===== src/logic/pcr_pkg.sv =====
// Shared constants, types and field helpers for the pin configuration block
package pcr_pkg;

  // Clock and power-on sequence timing
  localparam int CLK_NS  = 10;
  localparam int POR_NS  = 1000;
  localparam int POR_CYC = (POR_NS + CLK_NS - 1) / CLK_NS;
  localparam int CNT_W   = 8;
  localparam logic [CNT_W-1:0] POR_LAST = CNT_W'(POR_CYC - 1);
  localparam logic [CNT_W-1:0] CNT_MAX  = 8'hFF;

  // Pins: index 0 is the input-only pin, index 1 the clock-capable pin
  localparam int NPIN    = 6;
  localparam int PIN_IN  = 0;
  localparam int PIN_CLK = 1;

  // Register port
  localparam int ADDR_W = 4;
  localparam int DATA_W = 32;
  localparam logic [ADDR_W-1:0] REG_PIN0 = 4'h0;
  localparam logic [ADDR_W-1:0] REG_RST  = 4'h6;
  localparam logic [ADDR_W-1:0] REG_STAT = 4'h7;

  // Per-pin configuration word
  localparam int CFG_W  = 16;
  localparam int F_SEL  = 0;
  localparam int F_INS  = 2;
  localparam int F_DRV  = 4;
  localparam int F_STR  = 6;
  localparam int F_PEN  = 7;
  localparam int F_PUP  = 8;
  localparam int F_PVAL = 9;
  localparam int F_CLK  = 11;
  // Unused pin, 1M pull-down enabled
  localparam logic [CFG_W-1:0] CFG_RST = 16'h0480;

  // External reset configuration word
  localparam int RCFG_W  = 3;
  localparam int F_RMODE = 0;
  localparam int F_REDGE = 2;
  localparam logic [RCFG_W-1:0] RCFG_RST = 3'h0;

  // Status word bit positions
  localparam int S_READY = 0;
  localparam int S_CLK   = 1;
  localparam int S_IN    = 8;

  typedef enum logic [1:0] {SEL_NONE, SEL_IN, SEL_OUT, SEL_INOUT} pcr_sel_e;
  typedef enum logic [1:0] {INS_PLAIN, INS_SCHMITT, INS_LOWV} pcr_ins_e;
  typedef enum logic [1:0] {DRV_PP, DRV_OD_LOW, DRV_OD_HIGH} pcr_drv_e;
  typedef enum logic [1:0] {PV_10K, PV_100K, PV_1M} pcr_pval_e;
  typedef enum logic [1:0] {RM_OFF, RM_LEVEL, RM_EDGE} pcr_rmode_e;
  typedef enum logic [1:0] {ST_HOLD, ST_SEQ, ST_RUN} pcr_rst_st_e;

  function automatic pcr_sel_e pcr_sel(input logic [CFG_W-1:0] cfg);
    return pcr_sel_e'(cfg[F_SEL +: 2]);
  endfunction : pcr_sel

  function automatic pcr_drv_e pcr_drv(input logic [CFG_W-1:0] cfg);
    return pcr_drv_e'(cfg[F_DRV +: 2]);
  endfunction : pcr_drv

  function automatic pcr_rmode_e pcr_rmode(input logic [RCFG_W-1:0] rcfg);
    return pcr_rmode_e'(rcfg[F_RMODE +: 2]);
  endfunction : pcr_rmode

endpackage : pcr_pkg


===== src/logic/pcr_pin_cell.sv =====
// One pad cell: input style, output drive type, pull resistor selection
`timescale 1ns/100ps
module pcr_pin_cell
  import pcr_pkg::*;
#(
  parameter bit INPUT_ONLY = 1'b0
) (
  // Clock and logic reset
  input  wire logic             clk,
  input  wire logic             rst_n,
  input  wire logic             ready,
  // Configuration
  input  wire logic [CFG_W-1:0] cfg,
  // Core side
  input  wire logic             core_out,
  input  wire logic             core_oe,
  output logic                  core_in,
  // Pad side
  input  wire logic             pad_in,
  output logic                  pad_out,
  output logic                  pad_oe,
  output logic                  pull_en,
  output logic                  pull_up,
  output logic [1:0]            pull_val,
  output logic                  drive2x,
  output logic [1:0]            in_style
);

  typedef struct packed {
    logic in_q;
    logic in_prev;
    logic o;
    logic oe;
  } pcr_cell_s;

  pcr_cell_s cur;
  pcr_cell_s next_cur;
  pcr_sel_e  sel;
  logic      drive;
  logic      unused;

  always_comb begin
    sel      = pcr_sel(cfg);
    unused   = (sel == SEL_NONE);
    drive    = !INPUT_ONLY && ((sel == SEL_OUT) || ((sel == SEL_INOUT) && core_oe));
    next_cur = cur;
    next_cur.in_prev = pad_in;
    // Hysteresis modelled as two agreeing samples before the level moves
    if (cfg[F_INS +: 2] != INS_SCHMITT || pad_in == cur.in_prev) begin
      next_cur.in_q = pad_in;
    end
    case (pcr_drv(cfg))
      DRV_OD_LOW: begin
        next_cur.o  = 1'b0;
        next_cur.oe = drive && !core_out;
      end
      DRV_OD_HIGH: begin
        next_cur.o  = 1'b1;
        next_cur.oe = drive && core_out;
      end
      default: begin
        next_cur.o  = core_out;
        next_cur.oe = drive;
      end
    endcase
  end

  always_ff @(posedge clk) begin
    if (!rst_n) begin
      cur <= '0;
    end else begin
      cur <= next_cur;
    end
  end

  // No drive enable or pull enable reaches the pad before the power-on sequence ends
  assign pad_out  = cur.o;
  // Mode gate keeps a stale enable off the pad in the cycle an input or unused mode lands
  assign pad_oe   = cur.oe && ready && (sel == SEL_OUT || sel == SEL_INOUT);
  assign core_in  = cur.in_q && ready && (sel == SEL_IN || sel == SEL_INOUT);
  assign pull_en  = ready && (unused || cfg[F_PEN]);
  assign pull_up  = !unused && !INPUT_ONLY && cfg[F_PUP];
  assign pull_val = unused ? PV_1M : cfg[F_PVAL +: 2];
  assign drive2x  = cfg[F_STR];
  assign in_style = cfg[F_INS +: 2];

endmodule : pcr_pin_cell


===== src/logic/pcr_rst_ctrl.sv =====
// External reset detector and power-on sequence counter
`timescale 1ns/100ps
module pcr_rst_ctrl
  import pcr_pkg::*;
(
  // Clock and chip reset
  input  wire logic              clk,
  input  wire logic              rst_n,
  // Control
  input  wire logic              gpi,
  input  wire logic [RCFG_W-1:0] rcfg,
  // Result
  output logic                   ready
);

  typedef struct packed {
    logic              gpi_q;
    logic              gpi_prev;
    logic [CNT_W-1:0]  cnt;
    pcr_rst_st_e       st;
  } pcr_rst_s;

  pcr_rst_s   cur;
  pcr_rst_s   next_cur;
  pcr_rmode_e mode;
  logic       edge_hit;

  always_comb begin
    mode     = pcr_rmode(rcfg);
    edge_hit = rcfg[F_REDGE] ? (cur.gpi_q && !cur.gpi_prev)
                             : (!cur.gpi_q && cur.gpi_prev);
    next_cur = cur;
    next_cur.gpi_q    = gpi;
    next_cur.gpi_prev = cur.gpi_q;
    case (cur.st)
      ST_HOLD: begin
        next_cur.st  = ST_SEQ;
        next_cur.cnt = '0;
      end
      ST_SEQ: begin
        if (cur.cnt == POR_LAST) begin
          next_cur.st = ST_RUN;
        end else begin
          next_cur.cnt = cur.cnt + CNT_W'(1);
        end
      end
      default: begin
        next_cur.st = ST_RUN;
      end
    endcase
    if (mode == RM_LEVEL && cur.gpi_q) begin
      next_cur.st = ST_HOLD;
    end else if (mode == RM_EDGE && edge_hit) begin
      next_cur.st  = ST_SEQ;
      next_cur.cnt = '0;
    end
  end

  always_ff @(posedge clk) begin
    if (!rst_n) begin
      cur <= '{gpi_q: 1'b0, gpi_prev: 1'b0, cnt: '0, st: ST_SEQ};
    end else begin
      cur <= next_cur;
    end
  end

  assign ready = (cur.st == ST_RUN);

endmodule : pcr_rst_ctrl


===== src/logic/pcr_top.sv =====
// Pin configuration block with external reset and configuration registers
//
// Contract
// One input-only pin, five configurable general pins
// Inputs: plain, hysteresis, or low threshold
// Push-pull or open-drain low/high, 1x/2x
// Clock-capable pin may feed external clock
// Optional pull-up/down of 10k, 100k, 1M
// Unused pin gets 1M pull-down only
// Pins high-impedance until power-on sequence ends
// External reset spares configuration storage
// External reset off, level or edge
// Level mode holds reset while pin high
// Level mode restarts sequence when pin low
// Edge mode picks rising or falling edge
// Qualifying edge resets and restarts sequence
// Pin driven only while output enable set
`timescale 1ns/100ps
module pcr_top
  import pcr_pkg::*;
(
  // Clock and reset
  input  wire logic              clk,
  input  wire logic              rst_n,
  // Register port
  input  wire logic [ADDR_W-1:0] addr,
  input  wire logic [DATA_W-1:0] wdata,
  input  wire logic              wr,
  input  wire logic              rd,
  output logic      [DATA_W-1:0] rdata,
  // Core side
  input  wire logic [NPIN-1:0]   core_out,
  input  wire logic [NPIN-1:0]   core_oe,
  output logic      [NPIN-1:0]   core_in,
  output logic                   ext_clk,
  output logic                   core_rst_n,
  // Pad side
  input  wire logic [NPIN-1:0]   pad_in,
  output logic      [NPIN-1:0]   pad_out,
  output logic      [NPIN-1:0]   pad_oe,
  output logic      [NPIN-1:0]   pad_pull_en,
  output logic      [NPIN-1:0]   pad_pull_up,
  output logic      [2*NPIN-1:0] pad_pull_val,
  output logic      [NPIN-1:0]   pad_drive2x,
  output logic      [2*NPIN-1:0] pad_in_style
);

  // Configuration lives only under the chip reset: the external reset
  // models a restart of logic, not a reload of stored settings.
  typedef struct packed {
    logic [NPIN-1:0][CFG_W-1:0] cfg;
    logic [RCFG_W-1:0]          rcfg;
    logic [DATA_W-1:0]          rdata;
  } pcr_top_s;

  pcr_top_s          cur;
  pcr_top_s          next_cur;
  logic              ready;
  logic              logic_rst_n;
  logic [NPIN-1:0]   cell_in;
  logic              clk_mode;
  logic [DATA_W-1:0] stat;

  // Reset sequencer
  pcr_rst_ctrl u_rst (
    .clk   (clk),
    .rst_n (rst_n),
    .gpi   (pad_in[PIN_IN]),
    .rcfg  (cur.rcfg),
    .ready (ready)
  );

  assign logic_rst_n = rst_n && ready;
  assign core_rst_n  = ready;

  // Pad cells
  for (genvar i = 0; i < NPIN; i++) begin : g_pin
    pcr_pin_cell #(
      .INPUT_ONLY (i == PIN_IN)
    ) u_cell (
      .clk      (clk),
      .rst_n    (logic_rst_n),
      .ready    (ready),
      .cfg      (cur.cfg[i]),
      .core_out (core_out[i]),
      .core_oe  (core_oe[i]),
      .core_in  (cell_in[i]),
      .pad_in   (pad_in[i]),
      .pad_out  (pad_out[i]),
      .pad_oe   (pad_oe[i]),
      .pull_en  (pad_pull_en[i]),
      .pull_up  (pad_pull_up[i]),
      .pull_val (pad_pull_val[2*i +: 2]),
      .drive2x  (pad_drive2x[i]),
      .in_style (pad_in_style[2*i +: 2])
    );
  end

  // Clock-capable pin steers its input to the clock net instead
  assign clk_mode = cur.cfg[PIN_CLK][F_CLK];
  always_comb begin
    core_in          = cell_in;
    core_in[PIN_CLK] = cell_in[PIN_CLK] && !clk_mode;
  end
  assign ext_clk = cell_in[PIN_CLK] && clk_mode;

  always_comb begin
    stat                   = '0;
    stat[S_READY]          = ready;
    stat[S_CLK]            = clk_mode;
    stat[S_IN +: NPIN]     = cell_in;
  end

  // Register file
  always_comb begin
    next_cur       = cur;
    next_cur.rdata = '0;
    if (wr) begin
      if (addr < REG_RST) begin
        next_cur.cfg[addr] = wdata[CFG_W-1:0];
      end else if (addr == REG_RST) begin
        next_cur.rcfg = wdata[RCFG_W-1:0];
      end
    end
    if (rd) begin
      if (addr < REG_RST) begin
        next_cur.rdata = DATA_W'(cur.cfg[addr]);
      end else if (addr == REG_RST) begin
        next_cur.rdata = DATA_W'(cur.rcfg);
      end else if (addr == REG_STAT) begin
        next_cur.rdata = stat;
      end else begin
        next_cur.rdata = '0;
      end
    end
  end

  always_ff @(posedge clk) begin
    if (!rst_n) begin
      cur.cfg   <= {NPIN{CFG_RST}};
      cur.rcfg  <= RCFG_RST;
      cur.rdata <= '0;
    end else begin
      cur <= next_cur;
    end
  end

  assign rdata = cur.rdata;

  // Checking helpers
  logic [CNT_W-1:0] low_run;
  logic [NPIN-1:0]  unused_ok;
  logic [NPIN-1:0]  od_ok;
  logic [NPIN-1:0]  oe_ok;
  logic             lvl;
  logic             edge_mode;
  logic             rise_sel;

  assign lvl       = pcr_rmode(cur.rcfg) == RM_LEVEL;
  assign edge_mode = pcr_rmode(cur.rcfg) == RM_EDGE;
  assign rise_sel  = cur.rcfg[F_REDGE];

  always_comb begin
    for (int i = 0; i < NPIN; i++) begin
      unused_ok[i] = (pcr_sel(cur.cfg[i]) != SEL_NONE) || !ready ||
                     (pad_pull_en[i] && !pad_pull_up[i] && !pad_oe[i] &&
                      pad_pull_val[2*i +: 2] == PV_1M);
      od_ok[i]     = !pad_oe[i] ||
                     (pcr_drv(cur.cfg[i]) != DRV_OD_LOW || !pad_out[i]) &&
                     (pcr_drv(cur.cfg[i]) != DRV_OD_HIGH || pad_out[i]);
      oe_ok[i]     = !pad_oe[i] || pcr_sel(cur.cfg[i]) == SEL_OUT ||
                     pcr_sel(cur.cfg[i]) == SEL_INOUT;
    end
  end

  always_ff @(posedge clk) begin
    if (!rst_n || ready) begin
      low_run <= '0;
    end else if (low_run != CNT_MAX) begin
      low_run <= low_run + CNT_W'(1);
    end
  end
endmodule : pcr_top


===== config.mk =====
export PLATFORM = sky130hd
export DESIGN_NAME = pcr_top
export DESIGN_NICKNAME = d
export VERILOG_FILES = /design/src/logic/pcr_pkg.sv /design/src/logic/pcr_pin_cell.sv /design/src/logic/pcr_rst_ctrl.sv /design/src/logic/pcr_top.sv
export SDC_FILE = /design/constraint.sdc
export NUM_CORES = 1
export LEC_CHECK = 0
export ABC_CLOCK_PERIOD_IN_PS = 1900
export BUFFER_PORTS_ARGS = -buffer_cell sky130_fd_sc_hd__buf_2
export CAP_MARGIN = 20
export CELL_PAD_IN_SITES_DETAIL_PLACEMENT = 1
export CELL_PAD_IN_SITES_GLOBAL_PLACEMENT = 2
export CORE_UTILIZATION = 33
export DETAILED_ROUTE_END_ITERATION = 7
export GPL_ROUTABILITY_DRIVEN = 0
export GPL_TIMING_DRIVEN = 0
export HOLD_SLACK_MARGIN = 0.08
export PLACE_DENSITY_LB_ADDON = 0.2
export SYNTH_ARGS = -nofsm -noshare
export SYNTH_HDL_FRONTEND = slang
export SYNTH_SLANG_ARGS = --single-unit

===== constraint.sdc =====
create_clock -name clk -period 1.9 [get_ports clk]
set_clock_uncertainty 0.1 [all_clocks]
set_input_delay 0.19 -clock clk [delete_from_list [all_inputs] [get_ports clk]]
set_output_delay 0.19 -clock clk [all_outputs]
set_load 0.02 [all_outputs]

==> results of run 1 <==
[sequential cells by signal, summed over array words and instances, names as in the netlist]
| name | cells |
|---|---|
| u_rst.cur | 12 |
| g_pin.u_cell.pad_out | 6 |
| rdata | 16 |
| clk_mode | 1 |
| g_pin.u_cell.cur | 17 |
| cur | 98 |
[cell usage in the layout (no fill, tap or decap), types with 7 or more instances in the layout]
cell | synthesis | routed
conb_1 | 1 | 18
mux4_2 | 17 | 17
clkbuf_16 | 0 | 18
a21boi_0 | 73 | 73
a22oi_1 | 13 | 13
buf_4 | 83 | 76
nand2b_1 | 10 | 10
inv_1 | 24 | 24
clkinv_2 | 0 | 7
dlygate4sd3_1 | 0 | 33
a21oi_1 | 10 | 10
dfxtp_1 | 150 | 147
nand3_1 | 26 | 25
nor3b_1 | 7 | 7
mux2_2 | 13 | 13
buf_6 | 0 | 23
nand2_1 | 222 | 222
o21ai_0 | 19 | 19
and3_1 | 19 | 9
and3_4 | 0 | 10
ha_1 | 12 | 11
clkbuf_1 | 21 | 18
mux2i_1 | 12 | 12
nor2_1 | 36 | 30
a21boi_1 | 11 | 11
nor2b_1 | 17 | 16
buf_2 | 14 | 107
[area by class of cell]
cell class                      count  area, um2
Tap cell                          280        350
Multi-Input combinational cell    596       3770
Clock buffer                       18        439
Antenna cell                        1       2.50
Inverter                           25       93.8
Clock inverter                     14        158
Buffer                            107        719
Sequential cell                   150       3010
Timing Repair Buffer              161       1170
Fill cell                        2658      12300
[how the worst min path moves through the flow]
stage                      startpoint                      end  cells past startpoint  slack [ns]
after floorplan              wdata[7]                 cur[122]                      2        0.21
after detailed placement  core_out[0]  g_pin[0].u_cell.pad_out                      3        0.34
after global routing          addr[1]                 cur[118]                      4        0.16
final                         addr[1]                 cur[118]                      4        0.16
after CTS                     addr[1]                 cur[118]                      4        0.14
after global placement        cur[97]                  cur[97]                      2        0.35
[timing repair]
item                                    in CTS  in global routing
hold endpoints to repair                   123                  0
hold buffers                                33                  0
gates resized for setup                     75                 18
setup buffers                               12                  2
endpoints found under the setup margin      37                 27
cloned                                       1                  0
pin swaps                                    8                  5
[cells in the mapped netlist, types with 3 or more instances]
cell and n:
nand2_1 222, dfxtp_1 150, buf_4 83, a21boi_0 73
nor2_1 36, nand3_1 26, inv_1 24, clkbuf_1 21
and3_1 19, o21ai_0 19, mux4_2 17, nor2b_1 17
buf_2 14, a22oi_1 13, mux2_2 13, ha_1 12
mux2i_1 12, a21boi_1 11, a21oi_1 10, nand2b_1 10
nor3b_1 7, nor3_1 6, o21a_1 6, or2_2 6
a211oi_1 5, a31oi_1 5, nor3_2 5, and2_1 4
clkbuf_2 3, or3_1 3
[where the power goes]
part	internal, mW	total (mW)	switching, mW
clock	2.09	3.52	1.43
sequential	3.18	3.22	0.0399
combinational	0.239	0.580	0.341
[critical path, stage by stage, from the launching register on]
cell	delay, ns
dfxtp_2	0.33
nor2b_4	0.14
buf_6	0.12
clkbuf_16	0.16
buf_12	0.13
and3_4	0.19
buf_6	0.11
[kinds of logic after synthesis]
kind of cell / synth area share
other: 0.000501
AND/OR/NAND/NOR: 0.234
buffers and inverters: 0.119
flip-flops: 0.401
AO/OA/AOI/OAI: 0.139
adder cells (fa/ha/maj): 0.0201
multiplexers: 0.0867
[layer usage]
layer | up-vias | GRT usage
li1 | 3219 | -
met1 | 3309 | 0.305
met2 | 128 | 0.409
met3 | 22 | 0.0444
met4 | 0 | 0.0712
met5 | - | 0
==> results by group, run 1 <==
CTS
  – CTS tree: yes
  – CTS HTree Levels: 4
  – Reg clk slew, reported paths: 0.06 ns
  – Clk Latency, worst-skew pair: 0.43 ns
  – Root Buffer: clkbuf_16
  – CTS buffer count: 17
  – Longest Clk Path Bufs: 2
  – Num Clock Sinks: 150

Detailed routing
  – Routed wl met2: 13300 um
  – First DRT Iteration DRCs: 329
  – DRT met1 WL: 12500 um
  – Highest metal used: met4
  – Antenna viol nets, final: 0
  – DR WL/cell: 20.2 um
  – Met3 wire length: 997 um
  – # DRC: 10
  – DR vias/cell: 4.94
  – Pre-antenna DRT Iters: 8
  – Drt total wl: 27300 um
  – Vias: 6678

Synthesis
  – Avg Synthesized Cell Area: 8.54 um2
  – Yosys reg bits: 150
  – Top cell type's share of synthesized area: 0.401
  – Post-synth EDFFs: 0
  – Yosys Warn Count: 0
  – Ys async rst share: 0
  – Cells after Synth: 877
  – Main synth FF type: dfxtp_1
  – Largest area contributor in the netlist: dfxtp_1
  – Post-synth cell types: 49
  – Post-synthesis sequential area ratio: 0.401
  – Dominant cells by area after synthesis: dfxtp_1, nand2_1, buf_4
  – Synth Cell Area: 0.00749 mm2

STA
  – Post-route setup slack: -0.00142 ns
  – Max-slew violations: 0
  – Setup-failing EPs final: 1
  – Min Clock Period, post-route: 1.90 ns
  – Rel. slew slack: 0.432
  – Final hold vios: 0
  – Final Hold Slack: 0.159 ns
  – F_max: 0.526 GHz
  – Slew @ Worst Pin: 0.852 ns
  – Fin crit share: 1.00
  – Final setup TNS: -0.00142 ns
  – RSZ-0062 raised after global routing: yes

Placement
  – Setup WS pre-CTS: -0.495 ns
  – Dpl cells: 1287
  – Post-detail-place hpwl: 19300 um
  – DP Area: 0.00847 mm2
  – PortBufs: 113

Status
  – Violated checks: design-rule violations, negative setup slack
  – Status: finished with violations

Power
  – VDD IR max: 0.000522 V
  – Leakage: 3.95 nW
  – Power Total: 7.33 mW
  – Power density over cell area: 754 mW/mm2

GRT
  – First-pass GRT wire length: 41100 um
  – Grt ovf: 0
  – Vias in the first global route: 6720
  – Largest net degree at the start of global routing: 17
  – Total track usage: 0.239
  – Initial antenna violation count: 1

Floorplanning
  – Overall die height: 153 um
  – Starting density of the core: 0.340
  – Die Area: 0.0233 mm2
  – Area of the core: 0.0220 mm2
  – Site Rows: 54
  – IO Pins: 152
  – Die X: 153 um

Final layout
  – Final cell count without fillers: 1352
  – Fin area: 0.00972 mm2
  – Post-layout util: 0.441
  – Layout cells sized above 1: 0.296
  – Nets: 1128
  – Layout area overhead: 29.9%

Setup path
  – Critical path launch point: u_rst.cur[1]
  – Setup crit end kind: output port
  – Critical Path AT: 1.61 ns
  – Crit Path Max Fanout: 5
  – Kind of start point of the critical path: flip-flop
  – R2R depth: 6
  – Crit Path Class: flip-flop to output port
  – Worst reg2reg endpoint: u_rst.cur[3]
  – RR Startpoint: u_rst.cur[2]
  – Required @ worst endpoint: 1.61 ns
  – Crit path capture: pad_oe[2]
  – R2R setup slack: 0.06 ns

Flow run
  – Max Cap Viol: 0

Worst hold path
  – HP Class: input port to flip-flop
Power figures use the tool's default switching activity.
==> inputs of run 2 (changes only) <==
PLACE_DENSITY_LB_ADDON = 0.1   (was 0.2)
==> results by group, run 2 (synthesized netlist as in run 1, its figures left out) <==
GRT
  – Initial antenna violation count: 0
  – Largest net degree at the start of global routing: 17
  – Grt ovf: 0
  – Vias in the first global route: 6691
  – First-pass GRT wire length: 41400 um
  – Total track usage: 0.241

Power
  – Logic pwr share: 0.082
  – Internal Power: 5.42 mW
  – Leakage: 3.91 nW
  – Power Total: 7.21 mW
  – Switching part of the total: 0.247
  – Part of the power in registers: 0.447
  – Power density over cell area: 748 mW/mm2
  – VDD IR max: 0.000525 V
  – Net Sw Power: 1.78 mW
  – Clock power frac: 0.471

STA
  – Fin crit share: 0.992
  – Final Hold Slack: 0.142 ns
  – Slew @ Worst Pin: 0.853 ns
  – Final setup TNS: 0 ns
  – Setup-failing EPs final: 0
  – F_max: 0.531 GHz
  – Final hold vios: 0
  – Rel. slew slack: 0.431
  – RSZ-0062 raised after global routing: yes
  – Max-slew violations: 0
  – Min Clock Period, post-route: 1.88 ns

CTS
  – Reg clk slew, reported paths: 0.06 ns
  – Longest Clk Path Bufs: 2
  – CTS HTree Levels: 4
  – CTS tree: yes
  – CTS buffer count: 17
  – Clk Latency, worst-skew pair: 0.43 ns
  – Root Buffer: clkbuf_16
  – Num Clock Sinks: 150

Status
  – Violated checks: design-rule violations
  – Status: finished with violations

Floorplanning
  – Overall die height: 153 um
  – Die Area: 0.0233 mm2
  – Area of the core: 0.0220 mm2
  – IO Pins: 152
  – Die X: 153 um
  – Starting density of the core: 0.340
  – Site Rows: 54

Detailed routing
  – Vias: 6602
  – Drt total wl: 27400 um
  – Antenna viol nets, final: 0
  – Pre-antenna DRT Iters: 6
  – DR WL/cell: 20.3 um
  – # DRC: 8
  – DR vias/cell: 4.89
  – First DRT Iteration DRCs: 259

Worst hold path
  – WHS Path Cells: 4
  – HP Class: input port to flip-flop

Setup path
  – Crit Path Class: flip-flop to output port
  – Worst path slowest cell: dfxtp_2
  – Crit-path cells: nor2b_4, clkbuf_16, buf_12, buf_6, o21a_1, buf_6
  – Crit Path Max Fanout: 6
  – Setup crit end kind: output port
  – Kind of start point of the critical path: flip-flop
  – Most used cell, CP: buf_6
  – Required @ worst endpoint: 1.61 ns
  – R2R depth: 5
  – Critical Path AT: 1.59 ns
  – Max incr delay on CP: 0.33 ns

Final layout
  – Most frequent cells in the layout: nand2_1, dfxtp_1, buf_2
  – Multi-input gate area: 0.00377 mm2
  – Most flops, register: cur
  – Layout cells sized above 1: 0.296
  – Number of diodes: 0
  – Most common cell after layout, fill and taps aside: nand2_1
  – Fill cells: 2634
  – Nets: 1127
  – Storage element area: 0.00301 mm2
  – Regs by FF count: cur (98), g_pin.u_cell.cur (17), rdata (16)
  – Max FFs per register: 98
  – Layout area overhead: 28.6%

Placement
  – PortBufs: 113
  – Post-detail-place hpwl: 19200 um

Flow run
  – Max Cap Viol: 0
run 2: timing repair:
action                                  4_1_cts  5_1_grt
gates resized for setup                      74        9
pin swaps                                     6        3
setup buffers                                 9        1
hold endpoints to repair                    122        0
hold buffers                                 33        0
endpoints found under the setup margin       49       21
cloned                                        1        0
run 2: per-stage QoR:
stage	util	setup slack (ns)	cells	instance area [um2]
after global routing	0.437	-0.0457	1350	9630
after CTS	0.438	-0.0646	1352	9640
after global placement	0.384	-0.427	1287	8470
after floorplan	-	0.163	894	7550
after detailed placement	0.384	-0.410	1287	8470
final	0.437	0.0151	1350	9630
run 2: critical path, delay by kind of cell (launching register included):
family,cells,cell delay [ns]
compound gates,1,0.16
flops,1,0.33
buf+inv,4,0.51
simple gates,1,0.18
run 2: final timing paths:
kind / startpoint / endpoint / slack (ns)
min: addr[1] / cur[118] / 0.14
max reg2reg: u_rst.cur[3] / u_rst.cur[0] / 0.09
min reg2reg: cur[97] / cur[97] / 0.36
max: u_rst.cur[1] / pad_pull_en[4] / 0.02
run 2: power by group through the flow:
stage | logic [mW] | clock network [mW] | registers, mW
floorplan | 0.312 | 0 | 3.27
global placement | 0.522 | 0 | 3.29
detailed placement | 0.525 | 0 | 3.29
CTS | 0.581 | 3.45 | 3.22
global route | 0.629 | 3.61 | 3.22
finish | 0.589 | 3.40 | 3.22
run 2: layout make-up:
| class | instances | area share |
|---|---|---|
| multi-input cells | 596 | 0.391 |
| well taps | 280 | 0.0364 |
| flip-flops and latches | 150 | 0.313 |
| clock inverters | 12 | 0.0131 |
| clock buffers | 20 | 0.0474 |
| plain buffers | 111 | 0.0774 |
| repair buffers | 156 | 0.112 |
| inverters | 25 | 0.00974 |
run 2: per-layer routing:
layer | up-vias | global-route usage | wire, um
li1 | 3212 | - | -
met1 | 3207 | 0.327 | 12900
met2 | 163 | 0.397 | 12800
met3 | 20 | 0.0319 | 1270
met4 | 0 | 0.0702 | 402
met5 | - | 0 | 0
